==> src/verilog/brc_pkg.sv <==
// Constants and types for the burst read configuration bank.
// Assumes a 16-bit flash data bus and 12 decoded low address bits.
package brc_pkg;
  localparam int ADDR_W = 12;
  localparam int DATA_W = 16;
  // Reset images of the two configuration words
  localparam logic [15:0] LOW_RESET = 16'hEFC8;
  localparam logic [15:0] HIGH_RESET = 16'hFFEF;
  // Field positions in the low word
  localparam int MODE_BIT = 15;
  localparam int LAT_HI = 13;
  localparam int LAT_LO = 11;
  localparam int POL_BIT = 10;
  localparam int TIMING_BIT = 8;
  localparam int WRAP_BIT = 3;
  localparam int BLEN_HI = 2;
  // Field position in the high word
  localparam int LAT_MSB_BIT = 0;
  // Command sequence addresses and data
  localparam logic [11:0] UNLOCK1_ADDR = 12'h0555;
  localparam logic [11:0] UNLOCK2_ADDR = 12'h02AA;
  localparam logic [7:0] UNLOCK1_DATA = 8'hAA;
  localparam logic [7:0] UNLOCK2_DATA = 8'h55;
  localparam logic [7:0] CFG_WRITE_CMD = 8'hD0;
  localparam logic [7:0] CFG_READ_CMD = 8'hC6;
  localparam logic [7:0] SOFT_RESET_CMD = 8'hF0;
  localparam logic [7:0] LOW_WORD_OFS = 8'h00;
  localparam logic [7:0] HIGH_WORD_OFS = 8'h01;
  // Latency decoding
  localparam logic [3:0] LAT_SHORT_MAX = 4'h5;
  localparam logic [3:0] LAT_LONG_MIN = 4'h8;
  localparam logic [3:0] LAT_LONG_MAX = 4'hB;
  localparam logic [3:0] LAT_SHORT_BASE = 4'h2;
  localparam logic [3:0] LAT_FALLBACK = 4'hB;
  typedef enum logic [2:0] {
    CMD_IDLE,
    CMD_UNLOCKED1,
    CMD_UNLOCKED2,
    CMD_CFG_DATA,
    CMD_CFG_READ
  } brc_cmd_t;
endpackage

==> src/verilog/brc_config.sv <==
// Burst read configuration bank: two 16-bit words, command sequencer and ready output.
// Assumes all flash bus pins and the burst clock are asynchronous to clk.
//
// How it works
// - Two 16-bit configuration words set the read interface parameters.
// - Reset restores every field's default, which means asynchronous reads.
// - A read-back command sequence returns the configuration words on the data bus.
// - Low word bit 15 clear enables synchronous burst reads, set selects async reads.
// - Latency is high bit 0 over low bits 13..11; codes 0..5 give edges 2..7.
// - Latency codes 8..11 put initial data on rising edges 8..11.
// - Other latency codes are reserved and the field resets to 1101.
// - Low word bit 10 sets ready polarity: 0 active low, 1 active high.
// - Low word bit 8 makes ready lead data by one cycle when 0, align when 1.
// - Low bits 2..0 select burst length: continuous, 8, 16 or 32 words.
// - Low bit 3 enables wrap within a linear group and is ignored when continuous.
// - The low word must precede the high word, else the high word write is dropped.
`timescale 1ns/1ps
`default_nettype none
module brc_config (
  input wire logic clk, // System clock, 100 MHz
  input wire logic srst, // Synchronous reset, active high
  input wire logic ce_n, // Chip enable pin, active low
  input wire logic we_n, // Write enable pin, active low
  input wire logic oe_n, // Output enable pin, active low
  input wire logic avd_n, // Address valid pin, active low
  input wire logic burst_clk, // Burst clock from the host
  input wire logic [11:0] addr, // Low address pins
  input wire logic [15:0] dq_in, // Data pins, input side
  output logic [15:0] dq_out, // Data pins, output side
  output logic dq_oe, // Data pins driven
  output logic rdy, // Ready pin, polarity as configured
  output logic sync_mode, // Synchronous burst reads enabled
  output logic [3:0] latency_code, // Combined latency field
  output logic [2:0] burst_len, // Burst length code
  output logic wrap_en, // Wrap within group enabled
  output logic [15:0] read_config_word_low, // Low configuration word
  output logic [15:0] read_config_word_high // High configuration word
);

  // Rising clock edge on which initial data is valid
  function automatic logic [3:0] lat_edges(input logic [3:0] code);
    if (code <= brc_pkg::LAT_SHORT_MAX) begin
      lat_edges = code + brc_pkg::LAT_SHORT_BASE;
    end else if (code >= brc_pkg::LAT_LONG_MIN && code <= brc_pkg::LAT_LONG_MAX) begin
      lat_edges = code;
    end else begin
      // Reserved codes fall back to the longest latency, the safe side
      lat_edges = brc_pkg::LAT_FALLBACK;
    end
  endfunction

  // Word offset decode, shared by the write and read-back paths
  function automatic logic ofs_is_high(input logic [7:0] ofs);
    ofs_is_high = (ofs == brc_pkg::HIGH_WORD_OFS);
  endfunction

  function automatic logic ofs_is_low(input logic [7:0] ofs);
    ofs_is_low = (ofs == brc_pkg::LOW_WORD_OFS);
  endfunction

  // Unlock and command cycles match on address and low data byte together
  function automatic logic cmd_hit(input logic [11:0] a, input logic [7:0] d,
                                   input logic [11:0] ea, input logic [7:0] ed);
    cmd_hit = (a == ea) && (d == ed);
  endfunction

  // Two-flop synchronisers; first stage feeds only the second
  logic [4:0] ctl_s1;
  logic [4:0] ctl_s2;
  logic [11:0] addr_s1;
  logic [11:0] addr_s2;
  logic [15:0] dq_s1;
  logic [15:0] dq_s2;
  // One two-stage chain per control pin
  logic [4:0] ctl_pins;
  assign ctl_pins = {burst_clk, avd_n, oe_n, we_n, ce_n};
  for (genvar g = 0; g < 5; g++) begin : g_ctl_sync
    always_ff @(posedge clk) begin
      ctl_s1[g] <= ctl_pins[g];
      ctl_s2[g] <= ctl_s1[g];
    end
  end

  // Bus bits may land a cycle apart; the host keeps them stable around the strobe
  always_ff @(posedge clk) begin
    addr_s1 <= addr;
    addr_s2 <= addr_s1;
  end

  always_ff @(posedge clk) begin
    dq_s1 <= dq_in;
    dq_s2 <= dq_s1;
  end

  logic ce_ok;
  logic we_s;
  logic oe_ok;
  logic avd_low;
  logic bclk_s;
  assign ce_ok = ~ctl_s2[0];
  assign we_s = ctl_s2[1];
  assign oe_ok = ~ctl_s2[2];
  assign avd_low = ~ctl_s2[3];
  assign bclk_s = ctl_s2[4];

  // Edge history for write strobe and burst clock
  logic we_prev;
  logic bclk_prev;
  // Reset to the idle pin levels so no false edge follows reset
  always_ff @(posedge clk) begin
    if (srst) begin
      we_prev <= 1'b1;
    end else begin
      we_prev <= we_s;
    end
  end

  always_ff @(posedge clk) begin
    if (srst) begin
      bclk_prev <= 1'b0;
    end else begin
      bclk_prev <= bclk_s;
    end
  end

  // A write completes on the rising edge of the write strobe
  logic wr_evt;
  logic bclk_rise;
  assign wr_evt = we_s & ~we_prev & ce_ok;
  assign bclk_rise = bclk_s & ~bclk_prev;

  logic [7:0] wr_data;
  logic [7:0] wr_ofs;
  assign wr_data = dq_s2[7:0];
  assign wr_ofs = addr_s2[7:0];

  // Command sequencer
  brc_pkg::brc_cmd_t cmd_state;
  brc_pkg::brc_cmd_t next_cmd_state;
  always_comb begin
    next_cmd_state = cmd_state;
    if (wr_evt) begin
      case (cmd_state)
        brc_pkg::CMD_IDLE: begin
          if (cmd_hit(addr_s2, wr_data, brc_pkg::UNLOCK1_ADDR, brc_pkg::UNLOCK1_DATA)) begin
            next_cmd_state = brc_pkg::CMD_UNLOCKED1;
          end
        end
        brc_pkg::CMD_UNLOCKED1: begin
          if (cmd_hit(addr_s2, wr_data, brc_pkg::UNLOCK2_ADDR, brc_pkg::UNLOCK2_DATA)) begin
            next_cmd_state = brc_pkg::CMD_UNLOCKED2;
          end else begin
            next_cmd_state = brc_pkg::CMD_IDLE;
          end
        end
        brc_pkg::CMD_UNLOCKED2: begin
          if (cmd_hit(addr_s2, wr_data, brc_pkg::UNLOCK1_ADDR, brc_pkg::CFG_WRITE_CMD)) begin
            next_cmd_state = brc_pkg::CMD_CFG_DATA;
          end else if (cmd_hit(addr_s2, wr_data, brc_pkg::UNLOCK1_ADDR,
                               brc_pkg::CFG_READ_CMD)) begin
            next_cmd_state = brc_pkg::CMD_CFG_READ;
          end else begin
            next_cmd_state = brc_pkg::CMD_IDLE;
          end
        end
        brc_pkg::CMD_CFG_DATA: begin
          next_cmd_state = brc_pkg::CMD_IDLE;
        end
        brc_pkg::CMD_CFG_READ: begin
          // Read-back mode is left only by the software reset command
          if (wr_data == brc_pkg::SOFT_RESET_CMD) begin
            next_cmd_state = brc_pkg::CMD_IDLE;
          end
        end
        default: begin
          next_cmd_state = brc_pkg::CMD_IDLE;
        end
      endcase
    end
  end

  always_ff @(posedge clk) begin
    if (srst) begin
      cmd_state <= brc_pkg::CMD_IDLE;
    end else begin
      cmd_state <= next_cmd_state;
    end
  end

  // Configuration words
  logic cfg_wr;
  logic low_armed;
  assign cfg_wr = wr_evt && cmd_state == brc_pkg::CMD_CFG_DATA;

  always_ff @(posedge clk) begin
    if (srst) begin
      read_config_word_low <= brc_pkg::LOW_RESET;
    end else if (cfg_wr && ofs_is_low(wr_ofs)) begin
      read_config_word_low <= dq_s2;
    end
  end

  // High word without a preceding low word is dropped
  always_ff @(posedge clk) begin
    if (srst) begin
      read_config_word_high <= brc_pkg::HIGH_RESET;
    end else if (cfg_wr && ofs_is_high(wr_ofs) && low_armed) begin
      read_config_word_high <= dq_s2;
    end
  end

  // Arms on a low write, disarms once a high write has been seen
  always_ff @(posedge clk) begin
    if (srst) begin
      low_armed <= 1'b0;
    end else if (cfg_wr && ofs_is_low(wr_ofs)) begin
      low_armed <= 1'b1;
    end else if (cfg_wr && ofs_is_high(wr_ofs)) begin
      low_armed <= 1'b0;
    end
  end

  logic [15:0] lw;
  logic [15:0] hw;
  logic pol_high;
  logic rdy_with_data;
  assign lw = read_config_word_low;
  assign hw = read_config_word_high;
  assign sync_mode = ~lw[brc_pkg::MODE_BIT];
  assign latency_code = {hw[brc_pkg::LAT_MSB_BIT], lw[brc_pkg::LAT_HI:brc_pkg::LAT_LO]};
  assign pol_high = lw[brc_pkg::POL_BIT];
  assign rdy_with_data = lw[brc_pkg::TIMING_BIT];
  assign burst_len = lw[brc_pkg::BLEN_HI:0];
  // Wrap has no meaning in continuous mode
  assign wrap_en = lw[brc_pkg::WRAP_BIT] & (lw[brc_pkg::BLEN_HI:0] != 3'b000);

  // Read-back of the configuration words
  always_ff @(posedge clk) begin
    if (srst) begin
      dq_out <= 16'h0000;
      dq_oe <= 1'b0;
    end else begin
      dq_oe <= 1'b0;
      dq_out <= 16'h0000;
      if (cmd_state == brc_pkg::CMD_CFG_READ && ce_ok && oe_ok && we_s) begin
        dq_oe <= 1'b1;
        if (ofs_is_high(addr_s2[7:0])) begin
          dq_out <= hw;
        end else begin
          dq_out <= lw;
        end
      end
    end
  end

  // Count burst clock edges after the address is latched
  logic [3:0] edge_cnt;
  logic in_burst;
  always_ff @(posedge clk) begin
    if (srst) begin
      edge_cnt <= 4'h0;
      in_burst <= 1'b0;
    end else if (!ce_ok) begin
      edge_cnt <= 4'h0;
      in_burst <= 1'b0;
    end else if (bclk_rise) begin
      if (avd_low) begin
        // Address latched on this edge; counting restarts
        edge_cnt <= 4'h0;
        in_burst <= sync_mode;
      end else if (in_burst && edge_cnt != 4'hF) begin
        edge_cnt <= edge_cnt + 4'h1;
      end
    end
  end

  // Ready leads data by one edge when early timing is chosen
  logic [3:0] due;
  logic ready_now;
  always_comb begin
    due = lat_edges(latency_code);
    if (!rdy_with_data) begin
      due = due - 4'h1;
    end
    // Async mode never inserts wait states, so ready stays active
    ready_now = !in_burst || (edge_cnt >= due);
  end

  always_ff @(posedge clk) begin
    if (srst) begin
      rdy <= 1'b1;
    end else begin
      rdy <= pol_high ? ready_now : ~ready_now;
    end
  end

endmodule // brc_config
`default_nettype wire

==> config.mk <==
export PLATFORM = sky130hd
export DESIGN_NAME = brc_config
export DESIGN_NICKNAME = d
export VERILOG_FILES = /design/src/verilog/brc_pkg.sv /design/src/verilog/brc_config.sv
export SDC_FILE = /design/constraint.sdc
export NUM_CORES = 1
export LEC_CHECK = 0
export ABC_CLOCK_PERIOD_IN_PS = 2400
export BUFFER_PORTS_ARGS = -buffer_cell sky130_fd_sc_hd__buf_2
export CAP_MARGIN = 25
export CORE_MARGIN = 5
export CORE_UTILIZATION = 47
export CTS_CLUSTER_SIZE = 12
export DETAILED_ROUTE_END_ITERATION = 8
export GPL_TIMING_DRIVEN = 0
export HOLD_SLACK_MARGIN = 0.05
export PLACE_DENSITY = 0.74
export SETUP_SLACK_MARGIN = 0.05
export SYNTH_ARGS = -nofsm -noshare
export SYNTH_HDL_FRONTEND = slang
export SYNTH_SLANG_ARGS = --single-unit
==> constraint.sdc <==
create_clock -name clk -period 2.4 [get_ports clk]
set_clock_uncertainty 0.1 [all_clocks]
set_input_delay 0.48 -clock clk [delete_from_list [all_inputs] [get_ports clk]]
set_output_delay 0.48 -clock clk [all_outputs]
set_load 0.01 [all_outputs]
Word-level counts from Yosys, hierarchy flattened:

Cells that the tools add are included.

* word-level logic and storage cells: 100
* register bits: 127

* reductions and logical operators: 24
* equal/unequal tests: 16
* bitwise gates (word level): 12
* add/sub/neg operators: 3
* $lt $le $gt $ge: 4
* muxes and demuxes: 16

Operators by type and width (number)
* == test 8 bit (second input constant): 4
* two-way mux 4 bit: 5
* two-way mux 16 bit: 1
* logical AND 1 bit: 13
* == test 12 x 10 -> 1 bit (second input constant): 1
* == test 12 x 11 -> 1 bit (second input constant): 1
* two-way mux 3 bit: 4
* case mux 3 bit (4 select lines): 1
* == test 8 x 1 -> 1 bit (second input constant): 1
* == test 8 x 7 -> 1 bit (second input constant): 1
* zero test 8 bit: 1
* inverter 1 bit: 8
* == test 3 x 2 -> 1 bit (second input constant): 2
* adder 4 x 1 -> 4 bit (second input constant): 1
* adder 4 x 2 -> 4 bit (second input constant): 1
* AND 1 bit: 4
* >= comparator 4 bit: 1
* >= comparator 4 bit (second input constant): 1
* less-or-equal comparator 4 x 3 -> 1 bit (second input constant): 1
* less-or-equal comparator 4 bit (second input constant): 1
* two-way mux 1 bit: 4
* != test 2 bit (second input constant): 2
* != test 4 bit (second input constant): 1
* AND reduction 2 bit: 2
* other kinds (12): 13

Logic depth before layout (Yosys ltp):

Gate-level depths: netlist (run 1).

* depth after elaboration: 10
* mapped depth: 10
* depth with buffers taken out: 9

Worst setup path after synthesis (run 1):

OpenSTA, ideal clock, no wires.

* kind: flip-flop to flip-flop
* start point: register read_config_word_high[0]
* end point: register rdy
* path buffers: 1
* setup time: 0.072 ns
* stages on the path, launching flop included: 11
* required time: 2.228 ns
* setup slack: -0.050 ns
* data arrival time: 2.278 ns
* cells stage by stage: dfxtp_1 > clkbuf_1 > o21a_1 > nor2_1 > ha_1 > mux2_2 > ha_1 > a21o_1 > a21o_1 > a21oi_1 > mux2i_1

* longest elaborated chain between the ends: 10
* elaborated cells between the ends (all ways): 13
* classes of those cells: add/sub: 2; order compare: 4; mux: 4; bitwise: 1; reduce/logical: 2

RTL lines
* start, declared: RTL line brc_config.sv:37 `output logic [15:0] read_config_word_high`
* start signal, assigned: RTL line brc_config.sv:206 `read_config_word_high <= brc_pkg::HIGH_RESET;`
* start signal, assigned: RTL line brc_config.sv:208 `read_config_word_high <= dq_s2;`
* >= comparator 4 bit / less-or-equal comparator 4 bit (equally long branches): RTL line brc_config.sv:44 `end else if (code >= brc_pkg::LAT_LONG_MIN && code <= brc_pkg::LAT_LONG_MAX) begin`
* logical AND 1 bit: RTL line brc_config.sv:44
* two-way mux 4 bit: RTL line brc_config.sv:44
* two-way mux 4 bit *: RTL line brc_config.sv:42 `if (code <= brc_pkg::LAT_SHORT_MAX) begin`
* subtractor 4 x 1 -> 4 bit: RTL line brc_config.sv:283 `due = due - 4'h1;`
* two-way mux 4 bit *: RTL line brc_config.sv:282 `if (!rdy_with_data) begin`
* >= comparator 4 bit *: RTL line brc_config.sv:286 `ready_now = !in_burst || (edge_cnt >= due);`
* logical OR 1 bit *: RTL line brc_config.sv:286
* inverter 1 bit: RTL line brc_config.sv:293 `rdy <= pol_high ? ready_now : ~ready_now;`
* two-way mux 1 bit *: RTL line brc_config.sv:293
* end signal, assigned: RTL line brc_config.sv:293
* end, declared: RTL line brc_config.sv:31 `output logic rdy,`

Mark *: on every way between the ends. The rest lies on a longest branch, timed or not.
A chain may end at the register's enable or synchronous reset.

Worst setup path after layout (run 1):

* start point: register read_config_word_low[12]
* end point: register rdy

* longest elaborated chain between the ends: 10
* elaborated cells between the ends (all ways): 13
* classes of those cells: add/sub: 2; order compare: 4; mux: 4; bitwise: 1; reduce/logical: 2

RTL lines
* start, declared: RTL line brc_config.sv:36 `output logic [15:0] read_config_word_low,`
* start signal, assigned: RTL line brc_config.sv:197 `read_config_word_low <= brc_pkg::LOW_RESET;`
* start signal, assigned: RTL line brc_config.sv:199 `read_config_word_low <= dq_s2;`
* >= comparator 4 bit / less-or-equal comparator 4 bit (equally long branches): RTL line brc_config.sv:44
* logical AND 1 bit: RTL line brc_config.sv:44
* two-way mux 4 bit: RTL line brc_config.sv:44
* two-way mux 4 bit *: RTL line brc_config.sv:42
* subtractor 4 x 1 -> 4 bit: RTL line brc_config.sv:283
* two-way mux 4 bit *: RTL line brc_config.sv:282
* >= comparator 4 bit *: RTL line brc_config.sv:286
* logical OR 1 bit *: RTL line brc_config.sv:286
* inverter 1 bit: RTL line brc_config.sv:293
* two-way mux 1 bit *: RTL line brc_config.sv:293

Marks and branches as above.

==> results by group, run 1 <==
Synth
  • Top_reg_cell synth: dfxtp_1
  • Seq/Total Area, Yosys: 61.5%
  • Ys async rst share: 0%
  • Syn Std Cell Area: 4140 um^2
  • Syn_nets: 414
  • EDFF count, synth: 0
  • Ys Warns: 0
  • Synth unique cells: 48
  • Synthesized area per cell: 11.1 um^2
  • Mapped Cells: 372
  • Flops & latches, synth: 127

GRT
  • Gr usage total: 19.5%
  • Initial antenna violation count: 0
  • Vias in the first global route: 3,374
  • Pin count of the biggest net entering global routing: 17
  • Total grt overflow: 0
  • First-pass GRT wire length: 16,900 um

Layout
  • Most common cell after layout, fill and taps aside: dfxtp_1
  • Share of layout cells above drive strength 1: 31.5%
  • Non-Filler Instances: 645
  • Layout area overhead: 39.9%
  • Commonest non-fill, non-tap cells in the layout: 124 x dfxtp_1, 93 x buf_2, 38 x nand2_1, 33 x dlygate4sd3_1, 25 x a211o_1
  • Antenna cell count: 0
  • Layout Nets: 566
  • Final Core Density: 67.0%

Power
  • Leakage power: 2.46 nW
  • Total power: 4.77 mW
  • Worst vdd ir: 0.614 mV
  • Power Density: 824 nW/um^2

Drt
  • Final ANT Viol Nets: 0
  • TritonRoute pass-1 iters: 4
  • Via count: 3,234
  • DR vias/cell: 5.01
  • Post-Route WL: 10,200 um
  • Iter 0 DRT Violations: 196
  • WL per Instance: 15.8 um
  • DRC: 0

Critical path
  • Crit end category: flip-flop
  • Startpoint Class: flip-flop
  • Critical Path AT: 2700 ps
  • Crit path max fanout: 4
  • Critical path type: flip-flop to flip-flop
  • Worst EP required: 2730 ps

Clocking
  • Clk pin slew, worst setup/hold paths: 60 ps
  • Root Buffer: clkbuf_8
  • TritonCTS clock tree: yes
  • Count of clock tree sinks: 127
  • Htree depth: 4
  • Clk_lat worst skew: 510 ps
  • Clock Path Buffers: 2
  • Clock buffer count from CTS: 17

STA
  • Final Cycle Share: 98.7%
  • Setup violations, final: 0
  • FMAX: 0.422 GHz
  • Measured slew at the worst slew-check pin: 555 ps
  • Tmin final: 2370 ps
  • Fin Setup TNS: 0 ps
  • Worst slew margin: 63.0%
  • Fin. max-slew vios: 0
  • Hold slack: 204 ps
  • Unrepaired setup endpoints after global routing: yes
  • Final hold violations: 0

Floorplanning
  • Die footprint: 10,800 um^2
  • Starting Density: 47.9%
  • Row count: 34
  • Die W: 104 um
  • Die Ht: 104 um
  • IO Count: 94
  • Core area: 8640 um^2

Placed design
  • DP HPWL: 6460 um
  • Buffers added on ports: 93
  • Global placer's final weighted congestion: 0.907
  • Post-Place Cells: 573

Flow run
  • Max cap viols: 0

Worst hold path
  • HP Class: primary input to flip-flop

Outcome
  • Outcome: completed
==> state kept, by name (all words and copies together), names as in the netlist, 3 cells and up <==
name,flops
read_config_word_low,16
cmd_state,3
addr_s1,12
dq_s2,16
dq_out,16
ctl_s2,3
edge_cnt,4
addr_s2,12
ctl_s1,5
read_config_word_high,16
dq_s1,16
==> worst paths after layout <==
path,startpoint,to,slack (ps),cells past startpoint
worst max-delay path,read_config_word_low[12],rdy,30,10
worst min-delay path,srst,edge_cnt[2],200,4
worst max register to register,read_config_word_low[12],rdy,30,10
worst min register to register,addr_s1[3],addr_s2[3],220,0
==> stage by stage <==
step                setup slack (ps)  instance area [um^2]
floorplan                       56.6                  4160
global placement               -31.1                  4760
detailed placement             -88.2                  4760
CTS                             12.7                  5750
global route                   -68.8                  5790
finish                          32.3                  5790
==> cell type report <==
class / instances / area, um^2
clock inverter: 15 / 159
fill: 643 / 2850
timing repair buffer: 134 / 856
buffer: 23 / 158
inverter: 6 / 22.5
clock buffer: 17 / 414
tap: 108 / 135
multi-input combinational: 215 / 1500
sequential: 127 / 2550
==> power breakdown <==
group | internal [mW] | leakage (nW) | total [mW] | switching (mW)
logic | 0.0703 | 1.13 | 0.110 | 0.0395
clock network | 1.42 | 0.281 | 2.45 | 1.03
registers | 2.17 | 1.05 | 2.20 | 0.0321
total | 3.66 | 2.46 | 4.77 | 1.10
==> layer usage <==
metal	GRT usage, %	vias to the layer above	share of wire [%]
met5	0	-	0
met4	6.66	0	1.7
met3	6.41	19	6.1
met2	33.9	103	51
met1	22.5	1515	41
li1	-	1597	-
==> cell families (layout without fill, tap and decap cells) <==
family | after synthesis | after routing | synth area share [%]
adder cells (fa/ha/maj) | 7 | 7 | 2.12
XOR/XNOR | 5 | 5 | 1.06
multiplexers | 9 | 9 | 2.21
AND/OR/NAND/NOR | 130 | 130 | 17.9
buffers and inverters | 30 | 195 | 4.18
AO/OA/AOI/OAI | 64 | 64 | 11.1
flip-flops | 127 | 127 | 61.5
==> synthesized netlist by cell type (2+ instances only) <==
master | instances | area share, %
dfxtp_1 | 127 | 61
nand2_1 | 38 | 3.4
a211o_1 | 25 | 5.3
a21oi_1 | 21 | 2.5
nor2b_1 | 21 | 3.2
nor2_1 | 20 | 1.8
clkbuf_1 | 11 | 1.0
buf_4 | 10 | 1.8
mux2i_1 | 8 | 1.9
and2_1 | 7 | 1.1
ha_1 | 7 | 2.1
inv_1 | 5 | 0.45
nand2b_1 | 5 | 0.76
nand4b_1 | 5 | 1.1
o21ai_0 | 5 | 0.61
nand3b_1 | 4 | 0.73
nor3b_1 | 4 | 0.73
buf_6 | 3 | 0.82
nor3_1 | 3 | 0.36
nor4_1 | 3 | 0.45
or4bb_1 | 3 | 0.82
xor2_1 | 3 | 0.64
a211oi_1 | 2 | 0.36
a21o_1 | 2 | 0.36
and3_1 | 2 | 0.30
nand3_1 | 2 | 0.24
o21a_1 | 2 | 0.36
or2_2 | 2 | 0.30
or4_1 | 2 | 0.36
xnor2_1 | 2 | 0.42
==> critical path, cell delays in order (launching register included) <==
cell,delay (ps)
dfxtp_2,330
buf_8,120
xnor2_1,140
nor2_2,180
ha_4,230
mux2_4,280
ha_4,210
a21o_1,150
a21o_1,180
a21oi_2,140
mux2i_1,210
==> what timing repair did <==
item                                    in CTS  in global routing
endpoints found under the setup margin       3                  1
gates resized for setup                      7                  8
hold buffers                                33                  0
pin swaps                                    5                  6
gates cloned                                 0                  0
endpoints found under the hold margin       33                  0
buffers inserted                             8                  0
Note: power is estimated with default switching activity, not from simulation.
==> run 2, diff against run 1 <==
Settings changed: CORE_UTILIZATION 47 to 45, GPL_TIMING_DRIVEN 0 to not set, PLACE_DENSITY 0.74 to 0.71.
==> results by group, run 2 (synthesized netlist as in run 1, its figures left out) <==
Outcome
  • Outcome: completed

Layout
  • Area of the multi-input gates: 1470 um^2
  • Antenna cell count: 0
  • FILL cells: 725
  • Commonest non-fill, non-tap cells in the layout: 125 x dfxtp_1, 93 x buf_2, 38 x nand2_1, 33 x dlygate4sd3_1, 25 x a211o_1
  • Layout Nets: 549
  • Reg area: 2550 um^2
  • Most common cell after layout, fill and taps aside: dfxtp_1
  • Share of layout cells above drive strength 1: 29.7%
  • Layout area overhead: 37.9%

Floorplanning
  • Die W: 106 um
  • Row count: 35
  • Core area: 9110 um^2
  • Die Ht: 106 um
  • IO Count: 94
  • Die footprint: 11,200 um^2
  • Starting Density: 45.4%

GRT
  • Initial antenna violation count: 0
  • Gr usage total: 17.8%
  • Pin count of the biggest net entering global routing: 47
  • Vias in the first global route: 3,304
  • Total grt overflow: 0
  • First-pass GRT wire length: 15,600 um

STA
  • FMAX: 0.434 GHz
  • Fin Setup TNS: 0 ps
  • Tmin final: 2300 ps
  • Final hold violations: 0
  • Measured slew at the worst slew-check pin: 490 ps
  • Setup violations, final: 0
  • Unrepaired setup endpoints after global routing: yes
  • Final Cycle Share: 95.9%
  • Fin. max-slew vios: 0
  • Worst slew margin: 66.8%

Power
  • Power Density: 849 nW/um^2
  • Leakage power: 2.41 nW
  • Total power: 4.84 mW
  • Worst vdd ir: 0.521 mV

Critical path
  • Critical Path AT: 2630 ps
  • Crit end category: flip-flop
  • Critical path type: flip-flop to flip-flop
  • Reg2reg end: rdy
  • Worst EP required: 2730 ps
  • Crit path max fanout: 7
  • R2R depth: 9
  • Startpoint Class: flip-flop
  • Worst reg2reg startpoint: read_config_word_low[12]
  • Internal reg-to-reg setup slack: 100 ps

Clocking
  • Clk pin slew, worst setup/hold paths: 60 ps
  • Count of clock tree sinks: 127
  • TritonCTS clock tree: yes
  • Root Buffer: clkbuf_8
  • Clock buffer count from CTS: 17
  • Clk_lat worst skew: 500 ps
  • Clock Path Buffers: 2
  • Htree depth: 4

Placed design
  • Global placer's final weighted congestion: 0.835
  • DP HPWL: 6230 um
  • Buffers added on ports: 93

Worst hold path
  • Destination of the worst hold path: edge_cnt[3]
  • Worst hold path startpoint: srst
  • HP Class: primary input to flip-flop
  • Worst Hold Depth: 4

Drt
  • DR vias/cell: 5.08
  • Post-Route WL: 9680 um
  • TritonRoute pass-1 iters: 5
  • Iter 0 DRT Violations: 125
  • DRC: 0
  • WL per Instance: 15.4 um
  • Via count: 3,198
  • Final ANT Viol Nets: 0

Flow run
  • Max cap viols: 0
[run 2: cell types whose count changed in the layout (fill, tap and decap cells not counted), moves of 2 or more]
cell / before / now
clkbuf_8: 1 / 3
dfxtp_2: 3 / 1
clkbuf_1: 9 / 0
buf_12: 0 / 2
inv_8: 3 / 0
buf_4: 18 / 12
inv_6: 8 / 2
clkinvlp_4: 1 / 4
bufinv_16: 1 / 3
buf_6: 3 / 0
[run 2: layout make-up]
type / count / share of cell area (%)
inverter: 6 / 0.395
clock buffer: 19 / 7.75
tap: 111 / 2.44
timing repair buffer: 140 / 16.2
sequential: 127 / 44.7
clock inverter: 12 / 2.81
multi-input combinational: 215 / 25.7
[run 2: worst max-delay path, stage by stage (launching register included)]
cell and delay [ps]:
dfxtp_4 370, o21a_1 220, nor2_2 150, ha_1 250, mux2_4 280, ha_4 210
a21o_1 180, a21o_1 160, a21oi_2 120, mux2i_1 170
[run 2: worst max path at each step]
stage	startpoint	endpoint	slack, ps	cells after the start
2_1_floorplan	read_config_word_high[0]	rdy	60	10
3_3_place_gp	read_config_word_low[12]	rdy	160	9
3_5_place_dp	read_config_word_low[12]	rdy	50	8
4_1_cts	read_config_word_high[0]	rdy	60	9
5_1_grt	read_config_word_low[12]	rdy	10	8
6_report	read_config_word_low[12]	rdy	100	9
[run 2: stage by stage]
stage               instance area (um^2)  setup slack, ps  utilization [%]  hold slack (ps)  cells
floorplan                           4160             56.6                -              210    372
CTS                                 5660             58.1             62.1              167    629
detailed placement                  4730             49.3             51.9              212    565
global placement                    4730              164             51.9              212    565
finish                              5700             97.9             62.6              194    630
global route                        5700             10.1             62.6              214    630
[run 2: repair_timing]
| action | 4_1_cts | 5_1_grt |
|---|---|---|
| hold endpoints to repair | 33 | 0 |
| setup endpoints to repair | 1 | 1 |
| hold buffers | 33 | 0 |
| pin swaps | 0 | 6 |
| resized for setup | 1 | 6 |
| buffers inserted | 0 | 1 |
[run 2: power by group]
group | leakage, nW | internal [mW] | switching, mW | total, mW
Combinational | 1.08 | 0.0704 | 0.0373 | 0.108
Clock | 0.283 | 1.64 | 0.895 | 2.53
Sequential | 1.05 | 2.17 | 0.0318 | 2.20
[run 2: per-layer routing]
layer	global-route usage, %	up-vias	part of all wire (%)
li1	-	1550	-
met1	19.1	1547	41
met2	32.6	86	53
met3	5.39	15	4.8
met4	7.12	0	1.7
met5	0	-	0
==> run 3, diff against run 2 <==
Settings changed: ABC_CLOCK_PERIOD_IN_PS 2400 to 2100.
Clock period 2.4 ns to 2.1 ns, I/O delays scaled along.
==> results by group, run 3 (synthesized netlist as in run 1, its figures left out) <==
Drt
  • DRC: 0
  • DR vias/cell: 4.98
  • Post-Route WL: 10,100 um
  • WL per Instance: 15.5 um
  • Iter 0 DRT Violations: 113
  • Final ANT Viol Nets: 0
  • TritonRoute pass-1 iters: 4
  • Via count: 3,233

GRT
  • Pin count of the biggest net entering global routing: 40
  • Gr usage total: 18.2%
  • First-pass GRT wire length: 15,800 um
  • Total grt overflow: 0
  • Initial antenna violation count: 0
  • Vias in the first global route: 3,270

STA
  • Setup violations, final: 1
  • Measured slew at the worst slew-check pin: 502 ps
  • Tmin final: 2200 ps
  • Hold slack: 132 ps
  • FMAX: 0.456 GHz
  • Unrepaired setup endpoints after global routing: yes
  • Final Cycle Share: 105%
  • Final hold violations: 0
  • Fin. max-slew vios: 0
  • Setup slack after layout: -95.0 ps
  • Worst slew margin: 66.0%

Power
  • P_int: 4.37 mW
  • Total power: 5.52 mW
  • P_sw: 1.14 mW
  • Power Density: 933 nW/um^2
  • Sequential share of power: 45.6%
  • Switching share of power: 20.7%
  • Worst vdd ir: 0.862 mV
  • Clock group share of total power: 52.1%
  • Leakage power: 2.56 nW
  • Logic pwr share: 2.3%

Critical path
  • Critical Path AT: 2540 ps
  • Critical path type: flip-flop to flip-flop
  • Worst reg2reg startpoint: read_config_word_low[12]
  • Worst EP required: 2450 ps
  • Crit end category: flip-flop
  • Crit path max fanout: 5
  • Startpoint Class: flip-flop
  • CP startpoint: read_config_word_low[12]
  • Internal reg-to-reg setup slack: -100 ps

Floorplanning
  • IO Count: 94
  • Row count: 35
  • Die W: 106 um
  • Die Ht: 106 um
  • Starting Density: 45.4%
  • Die footprint: 11,200 um^2
  • Core area: 9110 um^2

Clocking
  • Clk pin slew, worst setup/hold paths: 60 ps
  • TritonCTS clock tree: yes
  • Htree depth: 4
  • Clock Path Buffers: 2
  • Root Buffer: clkbuf_8
  • Clk_lat worst skew: 510 ps
  • Count of clock tree sinks: 127
  • Clock buffer count from CTS: 17

Placed design
  • Placed cell area: 4800 um^2
  • DP HPWL: 6380 um
  • Global placer's final weighted congestion: 0.838
  • Worst slack, placed: -242 ps
  • Post-Place Cells: 575
  • Buffers added on ports: 93

Layout
  • Antenna cell count: 0
  • Share of layout cells above drive strength 1: 34.6%
  • Non-Filler Instances: 649
  • Layout Nets: 567
  • Final std cell area, no fill: 5910 um^2
  • Most common cell after layout, fill and taps aside: dfxtp_1
  • Layout area overhead: 43.0%
  • Commonest non-fill, non-tap cells in the layout: 122 x dfxtp_1, 93 x buf_2, 38 x nand2_1, 33 x dlygate4sd3_1, 27 x buf_4

Worst hold path
  • Worst hold path startpoint: srst
  • HP Class: primary input to flip-flop

Flow run
  • Max cap viols: 0

Outcome
  • Failing checks: negative setup slack
  • Outcome: complete, but fails checks
-- run 3: timing repair --
| action | 4_1_cts | 5_1_grt |
|---|---|---|
| hold buffers | 33 | 0 |
| setup buffers | 3 | 5 |
| endpoints found under the setup margin | 14 | 23 |
| endpoints found under the hold margin | 33 | 0 |
| pin swaps | 5 | 18 |
| gates cloned | 1 | 0 |
| gates resized for setup | 7 | 21 |
-- run 3: power groups by stage --
stage	Clock, mW	Sequential [mW]	Combinational (mW)
after floorplan	0	2.55	0.0358
after global placement	0	2.56	0.0766
after detailed placement	0	2.57	0.0774
after CTS	2.91	2.52	0.125
after global routing	3.03	2.52	0.139
final	2.87	2.52	0.127
-- run 3: critical path, stage by stage, from the launching register on --
cell	delay, ps
dfxtp_4	370
o21a_4	230
nor2_4	90
ha_1	230
mux2_4	290
ha_4	210
a21o_1	150
a21o_1	160
a21oi_2	130
mux2i_1	180
-- run 3: through the flow --
step | utilization (%) | TNS (ps)
floorplan | - | -179
global placement | 52.7 | -70.8
detailed placement | 52.7 | -242
CTS | 63.4 | -97.3
global route | 64.9 | -331
finish | 64.9 | -95.0
-- run 3: final timing paths --
| path | endpoint | depth (start not counted) |
|---|---|---|
| hold / removal | we_prev | 2 |
| setup / recovery | rdy | 9 |
| setup reg to reg | rdy | 9 |
| hold reg to reg | dq_s2[12] | 0 |
-- run 3: cell type report --
| type | count | area (um^2) |
|---|---|---|
| flip-flops and latches | 127 | 2550 |
| clock inverters | 13 | 164 |
| inverters | 6 | 22.5 |
| multi-input cells | 215 | 1550 |
| well taps | 111 | 139 |
| repair buffers | 158 | 1060 |
| fillers | 700 | 3200 |
| clock buffers | 19 | 422 |
-- run 3: metal layers --
layer | global-route usage [%] | up-vias | wire length, um
li1 | - | 1596 | -
met1 | 19.2 | 1533 | 4020
met2 | 33.2 | 86 | 5350
met3 | 5.70 | 18 | 508
met4 | 7.49 | 0 | 184
met5 | 0 | - | 0
